**src/core_regs_pkg.sv**
```systemverilog
/*
 * constants and carrier types for the cpu core special register bank
 * assumes a single 10 MHz core clock and a synchronous active-high reset
 */
package core_regs_pkg;

	// ****************************************************************
	// register space addresses
	// ****************************************************************
	localparam logic [7:0] ADDR_STACK_PTR = 8'h81;
	localparam logic [7:0] ADDR_PTR_LOW = 8'h82;
	localparam logic [7:0] ADDR_PTR_HIGH = 8'h83;
	localparam logic [7:0] ADDR_PTR_PAGE = 8'h84;
	localparam logic [7:0] ADDR_POWER_CTL = 8'h87;
	localparam logic [7:0] ADDR_STATUS_WORD = 8'hD0;
	localparam logic [7:0] ADDR_ACCUM = 8'hE0;
	localparam logic [7:0] ADDR_MULDIV = 8'hF0;
	localparam logic [7:0] SPACE_BASE = 8'h80;

	// ****************************************************************
	// reset values
	// ****************************************************************
	localparam logic [7:0] RST_STACK_PTR = 8'h07;
	localparam logic [7:0] RST_ZERO = 8'h00;

	// ****************************************************************
	// field positions
	// ****************************************************************
	localparam int SW_CARRY = 7;
	localparam int SW_HALF_CARRY = 6;
	localparam int SW_USER_A = 5;
	localparam int SW_BANK_HI = 4;
	localparam int SW_BANK_LO = 3;
	localparam int SW_OVERFLOW = 2;
	localparam int SW_USER_B = 1;
	localparam int SW_PARITY = 0;
	localparam int PC_BAUD_DOUBLER = 7;
	localparam int PC_LATCH_OFF = 4;
	localparam int PC_GEN_B = 3;
	localparam int PC_GEN_A = 2;
	localparam int PC_POWER_DOWN = 1;
	localparam int PC_IDLE = 0;
	localparam logic [7:0] PC_WRITE_MASK = 8'h9F;
	localparam logic [3:0] BIT_NIBBLE_A = 4'h0;
	localparam logic [3:0] BIT_NIBBLE_B = 4'h8;
	localparam logic [7:0] UNMAPPED_READ = 8'h00;

	// ****************************************************************
	// carrier types
	// ****************************************************************
	typedef enum logic [1:0] {ALU_NONE, ALU_ACC_ONLY, ALU_ACC_AUX} alu_wr_t;

	// flag updates from the execution unit
	typedef struct packed {
		logic carryWe;
		logic carry;
		logic halfCarryWe;
		logic halfCarry;
		logic overflowWe;
		logic overflow;
	} flag_upd_t;

	// register space access from the core
	typedef struct packed {
		logic wr;
		logic rd;
		logic bitOp;
		logic [2:0] bitSel;
		logic [7:0] addr;
		logic [7:0] wdata;
	} sfr_req_t;

	// decoded power control bits
	typedef struct packed {
		logic baudDoubler;
		logic latchStrobeDisable;
		logic generalFlagB;
		logic generalFlagA;
		logic powerDownEnable;
		logic idleEnable;
	} power_bits_t;

	// all state of the bank
	typedef struct packed {
		logic [7:0] accumReg;
		logic [7:0] auxReg;
		logic [7:0] stackPtr;
		logic [7:0] pointerPageByte;
		logic [7:0] pointerHighByte;
		logic [7:0] pointerLowByte;
		logic [7:0] statusWord;
		logic [7:0] powerCtlReg;
		logic [7:0] rdata;
		logic rvalid;
	} bank_state_t;

endpackage

```
**src/sfr_addr_decode.sv**
```systemverilog
/*
 * address decode for the special register space
 * assumes addresses come from direct addressing only; indirect accesses never reach here
 */
`timescale 1ns/100ps
module sfr_addr_decode
(
	input wire logic [7:0] addr,
	output logic [7:0] hit,
	output logic inSpace,
	output logic bitCapable
);
	localparam logic [7:0] MAP [8] = '{core_regs_pkg::ADDR_ACCUM, core_regs_pkg::ADDR_MULDIV,
		core_regs_pkg::ADDR_STACK_PTR, core_regs_pkg::ADDR_PTR_PAGE, core_regs_pkg::ADDR_PTR_HIGH,
		core_regs_pkg::ADDR_PTR_LOW, core_regs_pkg::ADDR_STATUS_WORD, core_regs_pkg::ADDR_POWER_CTL};

	// ****************************************************************
	// one comparator per implemented register
	// ****************************************************************
	genvar i;
	generate
		for (i = 0; i < 8; i++)
		begin : g_hit
			assign hit[i] = inSpace && (addr == MAP[i]); // RQ12
		end
	endgenerate

	// upper half of data memory only
	assign inSpace = addr[7]; // RQ14
	// bit access only where the low nibble is 0 or 8
	assign bitCapable = inSpace && ((addr[3:0] == core_regs_pkg::BIT_NIBBLE_A)
		|| (addr[3:0] == core_regs_pkg::BIT_NIBBLE_B)); // RQ11
endmodule

```
**src/cpu_core_special_registers.sv**
```systemverilog
/*
 * cpu core special register bank: accumulator, multiply/divide operand, stack pointer,
 * three-byte data pointer, status word and power control, with register space decode
 * assumes the core sequences its own accesses: one request per cycle, read data next cycle
 */
//
// Function
// RQ1: accumulator is operand and result for arithmetic, multiply, divide and bit operations.
// RQ2: auxiliary byte pairs with accumulator for multiply/divide, else plain scratch byte.
// RQ3: push or call increments stack pointer first, then writes RAM at new address.
// RQ4: reset loads stack pointer with 07H so first push lands at 08H.
// RQ5: data pointer is page, high and low bytes giving 24-bit address.
// RQ6: pointer increment carries out of high byte into page byte.
// RQ7: each pointer byte is read and written alone at its own address.
// RQ8: status word bits: carry 7, half carry 6, flags 5 and 1, overflow 2, parity 0.
// RQ9: status bits 4 and 3 select one of four working register banks.
// RQ10: power control: baud doubler, latch strobe off, two flags, power-down, idle.
// RQ11: only addresses ending 0H or 8H allow single-bit access.
// RQ12: unoccupied addresses hold nothing; writes vanish, reads return anything.
// RQ13: every register but program counter and banks sits in register space.
// RQ14: register space is upper 128 bytes, reached only by direct addressing.
// RQ15: parity bit always equals XOR of all accumulator bits.
// RQ16: reserved power control bits ignore writes and read as zero.
`timescale 1ns/100ps
module cpu_core_special_registers
(
	input wire logic ref_clk,
	input wire logic sys_rst,
	input wire core_regs_pkg::sfr_req_t sfrReq,
	output logic [7:0] sfrRdata,
	output logic sfrRvalid,
	output logic sfrBitCapable,
	input wire core_regs_pkg::alu_wr_t aluWr,
	input wire logic [7:0] aluAccum,
	input wire logic [7:0] aluAux,
	input wire core_regs_pkg::flag_upd_t flagUpd,
	input wire logic stackPush,
	input wire logic stackPop,
	input wire logic pointerInc,
	output logic [7:0] stackWrAddr,
	output logic [7:0] accumReg,
	output logic [7:0] auxReg,
	output logic [7:0] stackPtr,
	output logic [23:0] pointerWord,
	output logic [7:0] statusWord,
	output logic [1:0] bankSelect,
	output logic [4:0] bankBase,
	output core_regs_pkg::power_bits_t powerBits
);
	core_regs_pkg::bank_state_t state_r;
	core_regs_pkg::bank_state_t state_nxt;
	logic [7:0] hit;
	logic inSpace;
	logic bitCapable;
	logic [7:0] curVal;
	logic [7:0] newVal;
	logic [16:0] incSum;
	logic parityNow;

	// ****************************************************************
	// address decode
	// ****************************************************************
	// hit order: accum, aux, stack, page, high, low, status, power
	sfr_addr_decode u_decode
	(
		.addr(sfrReq.addr),
		.hit(hit),
		.inSpace(inSpace),
		.bitCapable(bitCapable)
	);

	// ****************************************************************
	// current value of the addressed register
	// ****************************************************************
	// unoccupied locations read a fixed value, which is allowed to be anything
	always_comb
	begin
		unique case (1'b1)
			hit[0]: curVal = state_r.accumReg;
			hit[1]: curVal = state_r.auxReg;
			hit[2]: curVal = state_r.stackPtr;
			hit[3]: curVal = state_r.pointerPageByte;
			hit[4]: curVal = state_r.pointerHighByte;
			hit[5]: curVal = state_r.pointerLowByte;
			hit[6]: curVal = {state_r.statusWord[7:1], parityNow};
			hit[7]: curVal = state_r.powerCtlReg & core_regs_pkg::PC_WRITE_MASK; // RQ16
			default: curVal = core_regs_pkg::UNMAPPED_READ; // RQ12
		endcase
	end

	// bit writes merge one bit into the current byte, only where the address allows it
	always_comb
	begin
		newVal = sfrReq.wdata;
		if (sfrReq.bitOp)
		begin
			newVal = curVal;
			newVal[sfrReq.bitSel] = sfrReq.wdata[0]; // RQ11
		end
	end

	// parity tracks the accumulator currently stored
	assign parityNow = ^state_r.accumReg; // RQ15
	// 16-bit increment of high:low, carry out feeds the page byte
	assign incSum = {1'b0, state_r.pointerHighByte, state_r.pointerLowByte} + 17'h00001;

	// ****************************************************************
	// next state
	// ****************************************************************
	// software writes are applied before the core's own updates so execution results win
	always_comb
	begin
		logic sfrWrOk;
		sfrWrOk = sfrReq.wr && inSpace && (!sfrReq.bitOp || bitCapable); // RQ14 RQ11
		state_nxt = state_r;
		state_nxt.rvalid = 1'b0;
		state_nxt.rdata = state_r.rdata;

		// register space writes, each byte on its own address
		if (sfrWrOk)
		begin
			if (hit[0])
				state_nxt.accumReg = newVal;
			if (hit[1])
				state_nxt.auxReg = newVal; // RQ2
			if (hit[2])
				state_nxt.stackPtr = newVal; // RQ4
			if (hit[3])
				state_nxt.pointerPageByte = newVal; // RQ7
			if (hit[4])
				state_nxt.pointerHighByte = newVal; // RQ7
			if (hit[5])
				state_nxt.pointerLowByte = newVal; // RQ7
			if (hit[6])
				state_nxt.statusWord = newVal; // RQ8 RQ9
			if (hit[7])
				state_nxt.powerCtlReg = newVal & core_regs_pkg::PC_WRITE_MASK; // RQ10 RQ16
		end

		// reads: registered data one cycle after the request
		if (sfrReq.rd)
		begin
			state_nxt.rvalid = 1'b1;
			state_nxt.rdata = (inSpace && (!sfrReq.bitOp || bitCapable)) ? curVal
				: core_regs_pkg::UNMAPPED_READ; // RQ14
		end

		// execution results into accumulator and, for multiply/divide, the aux byte
		case (aluWr)
			core_regs_pkg::ALU_ACC_ONLY:
			begin
				state_nxt.accumReg = aluAccum; // RQ1
			end
			core_regs_pkg::ALU_ACC_AUX:
			begin
				state_nxt.accumReg = aluAccum; // RQ1
				state_nxt.auxReg = aluAux; // RQ2
			end
			default:
			begin
				state_nxt.accumReg = state_nxt.accumReg;
			end
		endcase

		// flag updates from the execution unit
		if (flagUpd.carryWe)
			state_nxt.statusWord[core_regs_pkg::SW_CARRY] = flagUpd.carry; // RQ8
		if (flagUpd.halfCarryWe)
			state_nxt.statusWord[core_regs_pkg::SW_HALF_CARRY] = flagUpd.halfCarry; // RQ8
		if (flagUpd.overflowWe)
			state_nxt.statusWord[core_regs_pkg::SW_OVERFLOW] = flagUpd.overflow; // RQ8

		// stack: increment first, the write address is the new value
		if (stackPush)
			state_nxt.stackPtr = state_r.stackPtr + 8'h01; // RQ3
		else if (stackPop)
			state_nxt.stackPtr = state_r.stackPtr - 8'h01;

		// pointer increment spans all three bytes
		if (pointerInc)
		begin
			state_nxt.pointerLowByte = incSum[7:0];
			state_nxt.pointerHighByte = incSum[15:8];
			state_nxt.pointerPageByte = state_r.pointerPageByte + {7'h00, incSum[16]}; // RQ6
		end

		// parity is stored alongside so the register image is always consistent
		state_nxt.statusWord[core_regs_pkg::SW_PARITY] = ^state_nxt.accumReg; // RQ15
	end

	// ****************************************************************
	// state register
	// ****************************************************************
	always_ff @(posedge ref_clk)
	begin
		if (sys_rst)
		begin
			state_r <= '0;
			state_r.stackPtr <= core_regs_pkg::RST_STACK_PTR; // RQ4
		end
		else
			state_r <= state_nxt;
	end

	// ****************************************************************
	// outputs
	// ****************************************************************
	// push address is the incremented pointer, so the first push after reset is 08H
	assign stackWrAddr = state_r.stackPtr + 8'h01; // RQ3
	assign sfrRdata = state_r.rdata;
	assign sfrRvalid = state_r.rvalid;
	assign sfrBitCapable = bitCapable; // RQ11
	assign accumReg = state_r.accumReg; // RQ1
	assign auxReg = state_r.auxReg;
	assign stackPtr = state_r.stackPtr;
	assign pointerWord = {state_r.pointerPageByte, state_r.pointerHighByte, state_r.pointerLowByte}; // RQ5
	assign statusWord = {state_r.statusWord[7:1], parityNow}; // RQ15
	assign bankSelect = {state_r.statusWord[core_regs_pkg::SW_BANK_HI],
		state_r.statusWord[core_regs_pkg::SW_BANK_LO]}; // RQ9
	// each bank is eight bytes in low RAM
	assign bankBase = {bankSelect, 3'b000}; // RQ9
	// all core registers live in the space above; nothing else is stored here (RQ13 by construction)
	assign powerBits.baudDoubler = state_r.powerCtlReg[core_regs_pkg::PC_BAUD_DOUBLER]; // RQ10
	assign powerBits.latchStrobeDisable = state_r.powerCtlReg[core_regs_pkg::PC_LATCH_OFF]; // RQ10
	assign powerBits.generalFlagB = state_r.powerCtlReg[core_regs_pkg::PC_GEN_B];
	assign powerBits.generalFlagA = state_r.powerCtlReg[core_regs_pkg::PC_GEN_A];
	assign powerBits.powerDownEnable = state_r.powerCtlReg[core_regs_pkg::PC_POWER_DOWN]; // RQ10
	assign powerBits.idleEnable = state_r.powerCtlReg[core_regs_pkg::PC_IDLE]; // RQ10
endmodule

```
**config.mk**
```make
export PLATFORM = sky130hd
export DESIGN_NAME = cpu_core_special_registers
export DESIGN_NICKNAME = d
export VERILOG_FILES = /design/src/core_regs_pkg.sv /design/src/sfr_addr_decode.sv /design/src/cpu_core_special_registers.sv
export SDC_FILE = /design/constraint.sdc
export NUM_CORES = 1
export LEC_CHECK = 0
export BUFFER_PORTS_ARGS = -buffer_cell sky130_fd_sc_hd__buf_4
export CAP_MARGIN = 20
export CORE_MARGIN = 2
export CORE_UTILIZATION = 53
export DETAILED_ROUTE_END_ITERATION = 6
export PLACE_DENSITY_LB_ADDON = 0.08
export SYNTH_ARGS = -nofsm -noshare
export SYNTH_HDL_FRONTEND = slang
export SYNTH_SLANG_ARGS = --single-unit
```
**constraint.sdc**
```tcl
create_clock -name ref_clk -period 2.7 [get_ports ref_clk]
set_input_delay 0.27 -clock ref_clk [delete_from_list [all_inputs] [get_ports ref_clk]]
set_output_delay 0.27 -clock ref_clk [all_outputs]
set_load 0.02 [all_outputs]
```
Yosys cells after proc, flatten, opt, wreduce, memory -nomap -nowiden --
Index checks and enable logic that the tools add are counted.
Cells by class: multiplexer cells 24, add/subtract/negate cells 4, magnitude comparators 2, reduce and logical (&&, ||, !) cells 44, equal/unequal tests 11
Operator list (count):
- 2-to-1 mux 8 bit | 14
- equality test 8 bit (second input constant) | 8
- 2-to-1 mux 64 bit | 1
- case mux 8 bit (8 select lines) | 1
- 2-to-1 mux 24 bit | 1
- nonzero test 2 bit | 12
- AND reduction 2 bit | 10
- adder 16 x 1 -> 17 bit (second input constant) | 1
- parity 8 bit | 2
- logical AND 1 bit | 13
- adder 8 x 1 -> 8 bit | 1
- adder 8 x 1 -> 8 bit (second input constant) | 1
- bitwise mux 8 bit | 1
- subtractor 8 x 1 -> 8 bit (second input constant) | 1
- nonzero test 3 bit | 2
- 2-to-1 mux 1 bit | 5
- equality test 4 bit (second input constant) | 1
- logical NOT 4 bit | 1
- < comparator 3 x 4 -> 1 bit (second input constant) | 1
- demux 1 bit (select 3 bit) | 1
- greater-or-equal comparator 3 x 1 -> 1 bit (second input constant) | 1
- equality test 2 x 1 -> 1 bit (second input constant) | 1
- equality test 2 bit (second input constant) | 1
- logical OR 1 bit | 2
- 2 further kinds | 2
Word-level totals: flip-flop bits (word level) 71, input bits 51, logic and storage cells 99

Longest topological paths before layout --
word-level depth 10, mapped depth 11, mapped depth without buffers 11

Hierarchy --
A second synthesis with hierarchy kept.
Second synthesis, totals: cells, all modules 606, area total of the unflattened synthesis 4538.1 µm²
By module, submodules not included:
- cpu_core_special_registers | area an instance 4405.5 µm², cells an instance 587, sequential area each 1401.3 µm², instances 1
- sfr_addr_decode | area an instance 132.6 µm², cells an instance 19, sequential area each 0.0 µm², instances 1

Worst setup path before layout --
Ideal clock, no wire load.
path type register to register, from register state_r (netlist bit pointerWord[1]), to register state_r (netlist bit pointerWord[20]), setup slack 69 ps, path buffers 0, clock period less this slack 2631 ps, library setup time 91 ps, required time 2609 ps, cell stages (with the launch flop) 12, arrival 2540 ps, cell sequence dfxtp_1 ha_1 and3_1 nand3_1 nor3_1 and3_1 ha_1 ha_1 nand3_1 xnor2_1 nand2_1 a311oi_1
On the way: longest elaborated chain between the ends 3
Ends and longest elaborated chain:
- from (decl) | line cpu_core_special_registers.sv:50 | core_regs_pkg::bank_state_t state_r;
- from (signal assigned) | line cpu_core_special_registers.sv:202 | state_r <= state_nxt;
- adder 16 x 1 -> 17 bit | line cpu_core_special_registers.sv:105 | assign incSum = {1'b0, state_r.pointerHighByte, state_r.pointerLowByte} + 17'h00001;
- adder 8 x 1 -> 8 bit | line cpu_core_special_registers.sv:184 | state_nxt.pointerPageByte = state_r.pointerPageByte + {7'h00, incSum[16]};
- 2-to-1 mux 24 bit | line cpu_core_special_registers.sv:180 | if (pointerInc)
Every way passes these cells. A chain may end at the register's enable or synchronous reset.

Worst setup path in the final report --
Ends and elaborated chain as after synthesis.

==> impl_metrics.yaml <==
setup_path:
  cp-end-kind: "flop"
  crit_fanout: 6
  worstPathRequired_ns: 2.96
  cpMaxStageDelayCell: "dfxtp_4"
  ff2ff_path_depth: 11
  cp_num_buf_inv: 0
  cp.arrival_ns: 2.76
  r2r-end: "pointerWord[20]"
  endpoint: "pointerWord[20]"
  cp.depth: 11
  slowest_delay_ns: 0.39
  r2r_slack_ns: 0.20
  crit_chain: "ha_2 > and3_1 > nand3_2 > nor3_2 > and3_1 > ha_1 > ha_2 > nand3_1 > xnor2_1 > nand2_1 > a311oi_1"
  crit_start: "pointerWord[1]"
  path_delay_family: "simple AND/OR/NAND/NOR gates"
  worst_setup_path_start_kind: "flop"
  rr_startpoint: "pointerWord[1]"
  worst-setup-path-type: "flop to flop"
timing:
  tightest_slew_ns: 0.784
  max_freq_mhz: 401
  drv_slew: 0
  final-setup-viol-count: 0
  rsz0062_at_grt: "false"
  period_share: 0.924
  min_period_ns: 2.50
  setup_ws_ns: 0.205
  hold_viol_final: 0
  fin_setup_tns_ns: 0
  finClkSkew_ns: 0.0111
  maxSlewHeadroom: 0.477
synthesis:
  synth_async_sr_flop_share: 0
  synth_area_leaders: "dfxtp_1 (28%), a21oi_1 (6.9%), nor2_1 (6.1%)"
  ys_types: 81
  synth_area_per_cell_um2: 7.62
  ys_ff_latch: 70
  synth.most_common_cell: "nor2_1"
  yosysTopAreaCell: "dfxtp_1"
  synth.top_cells.by_count: "nor2_1 (81), dfxtp_1 (70), nand2_1 (70)"
  synth_top_area_frac: 0.283
  yosysWarnings: 0
  postSynthCellCount: 650
  synth_edf_count: 0
  synth-seq-area-share: 0.283
  synth_top_flop_cell: "dfxtp_1"
  syn_area_um2: 4950
finish:
  drive_gt1_frac: 0.271
  diodes: 0
  register_area_um2: 1410
  nFillCells: 816
  num-nets-final: 817
  area_growth_pct: 23.1
  multiInputGateArea_um2: 3080
power:
  powerDensity_nw_per_um2: 461
  max-vdd-ir-drop_uv: 338
  leakagePower_nw: 2.51
  p_comb_frac: 0.247
  p_int_w: 0.00191
  netSwitchingPower_w: 0.000903
  finalPower_w: 0.00281
  seqPwrFrac: 0.406
  switching_share: 0.321
  p_clk_frac: 0.346
floorplanning:
  ios: 138
  die_y_um: 101
  die_x_um: 101
  core-area_um2: 9150
  die_area_um2: 10100
  start_util: 0.541
  rows: 35
route:
  first_pass_iters: 7
  drtIter0Drc: 413
  antenna_left: 0
  wl_um: 16500
  wl_per_cell_um: 18.8
  drcViolationCount: 3
  vias: 5461
  vias_per_cell: 6.23
worst_hold_path:
  holdCritPathClass: "primary input to flop"
placed_design:
  dp_hpwl_um: 12200
  place_ws_ns: 0.0334
  gp_congestion: 0.896
  port_buffers: 134
clocking:
  htreeDepth: 3
  insertion_delay_ns: 0.35
  clkTransAtPathRegs_ns: 0.08
  ctsHoldBuffers: 0
  cts_buffers: 9
  cts_resized: 0
  root_buffer: "clkbuf_8"
  post-cts-setup-buffers: 0
  clockBufferDepth: 2
  clock-sinks: 70
  cts_tree: "done"
global_route:
  first_global_vias: 4921
  grt_max_degree: 72
  grtUsageTotal: 0.316
  grt-ovfl-total: 0
  antenna_found_initial: 0
  grt_pass1_wl_um: 25300
flow_run:
  cap_violations: 0
outcome:
  violations: "design-rule violations"
  status: "finished with violations"
[per-stage QoR]
| step | hold WS, ns | utilization | std cells | instance area, µm² |
|---|---|---|---|---|
| finish | 0.109 | 0.666 | 876 | 6100 |
| global placement | 0.445 | 0.640 | 860 | 5860 |
| global route | 0.108 | 0.666 | 876 | 6100 |
| detailed placement | 0.458 | 0.640 | 860 | 5860 |
| floorplan | 0.381 | - | 652 | 4960 |
| CTS | 0.104 | 0.664 | 876 | 6080 |
[layout make-up]
class | count | area share
Multi-Input combinational cell | 496 | 0.505
Sequential cell | 70 | 0.230
Timing Repair Buffer | 150 | 0.185
Tap cell | 111 | 0.0228
Clock buffer | 10 | 0.0226
Inverter | 33 | 0.0203
Clock inverter | 6 | 0.0139
[power by group through the flow]
stage,registers (W),clock network (W),logic (W)
floorplan,0.00119,0,0.000416
global placement,0.00116,0,0.000675
detailed placement,0.00116,0,0.000685
CTS,0.00114,0.000977,0.000687
global route,0.00115,0.00102,0.000741
finish,0.00114,0.000972,0.000695
[worst min-delay path by stage]
stage	start	endpoint	slack, ns	cells past startpoint
final	flagUpd[5]	statusWord[7]	0.11	2
after global routing	flagUpd[1]	statusWord[2]	0.11	2
after CTS	flagUpd[5]	statusWord[7]	0.10	2
after detailed placement	sfrRdata[4]	sfrRdata[4]	0.46	2
after global placement	sfrRdata[0]	sfrRdata[0]	0.45	2
after floorplan	flagUpd[1]	statusWord[2]	0.38	1
[metal layers]
layer	up-vias	share of wire	global-route usage
met4	0	0.030	0.137
li1	2569	-	-
met2	324	0.47	0.506
met1	2529	0.41	0.427
met5	-	0	0
met3	39	0.097	0.0402
[cells by family (layout without fill, tap and decap cells)]
family	Yosys count	count (layout)	synth area share
AOI/OAI and AO/OA	191	191	0.264
xor gates and xnor gates	20	20	0.0354
adders and majority gates	6	6	0.0152
buffers and inverters	86	199	0.0993
DFF	70	70	0.283
muxes	19	19	0.0412
other	1	3	0.000757
and+or+nand+nor	257	257	0.262
[cells in the final DEF (no fill, tap or decap), types with 10 or more instances in the layout]
cell / synthesis / routed
mux2_2: 11 / 11
dfxtp_1: 70 / 69
a21oi_1: 68 / 68
nand3_1: 23 / 22
and3_1: 10 / 10
nor3_1: 15 / 14
clkbuf_8: 13 / 10
o21ai_0: 23 / 23
nor2_1: 81 / 81
nand2_1: 70 / 70
inv_1: 32 / 32
a221oi_1: 14 / 14
a22oi_1: 13 / 13
xnor2_1: 15 / 15
buf_4: 8 / 150
Note: power is estimated with default switching activity, not from simulation.
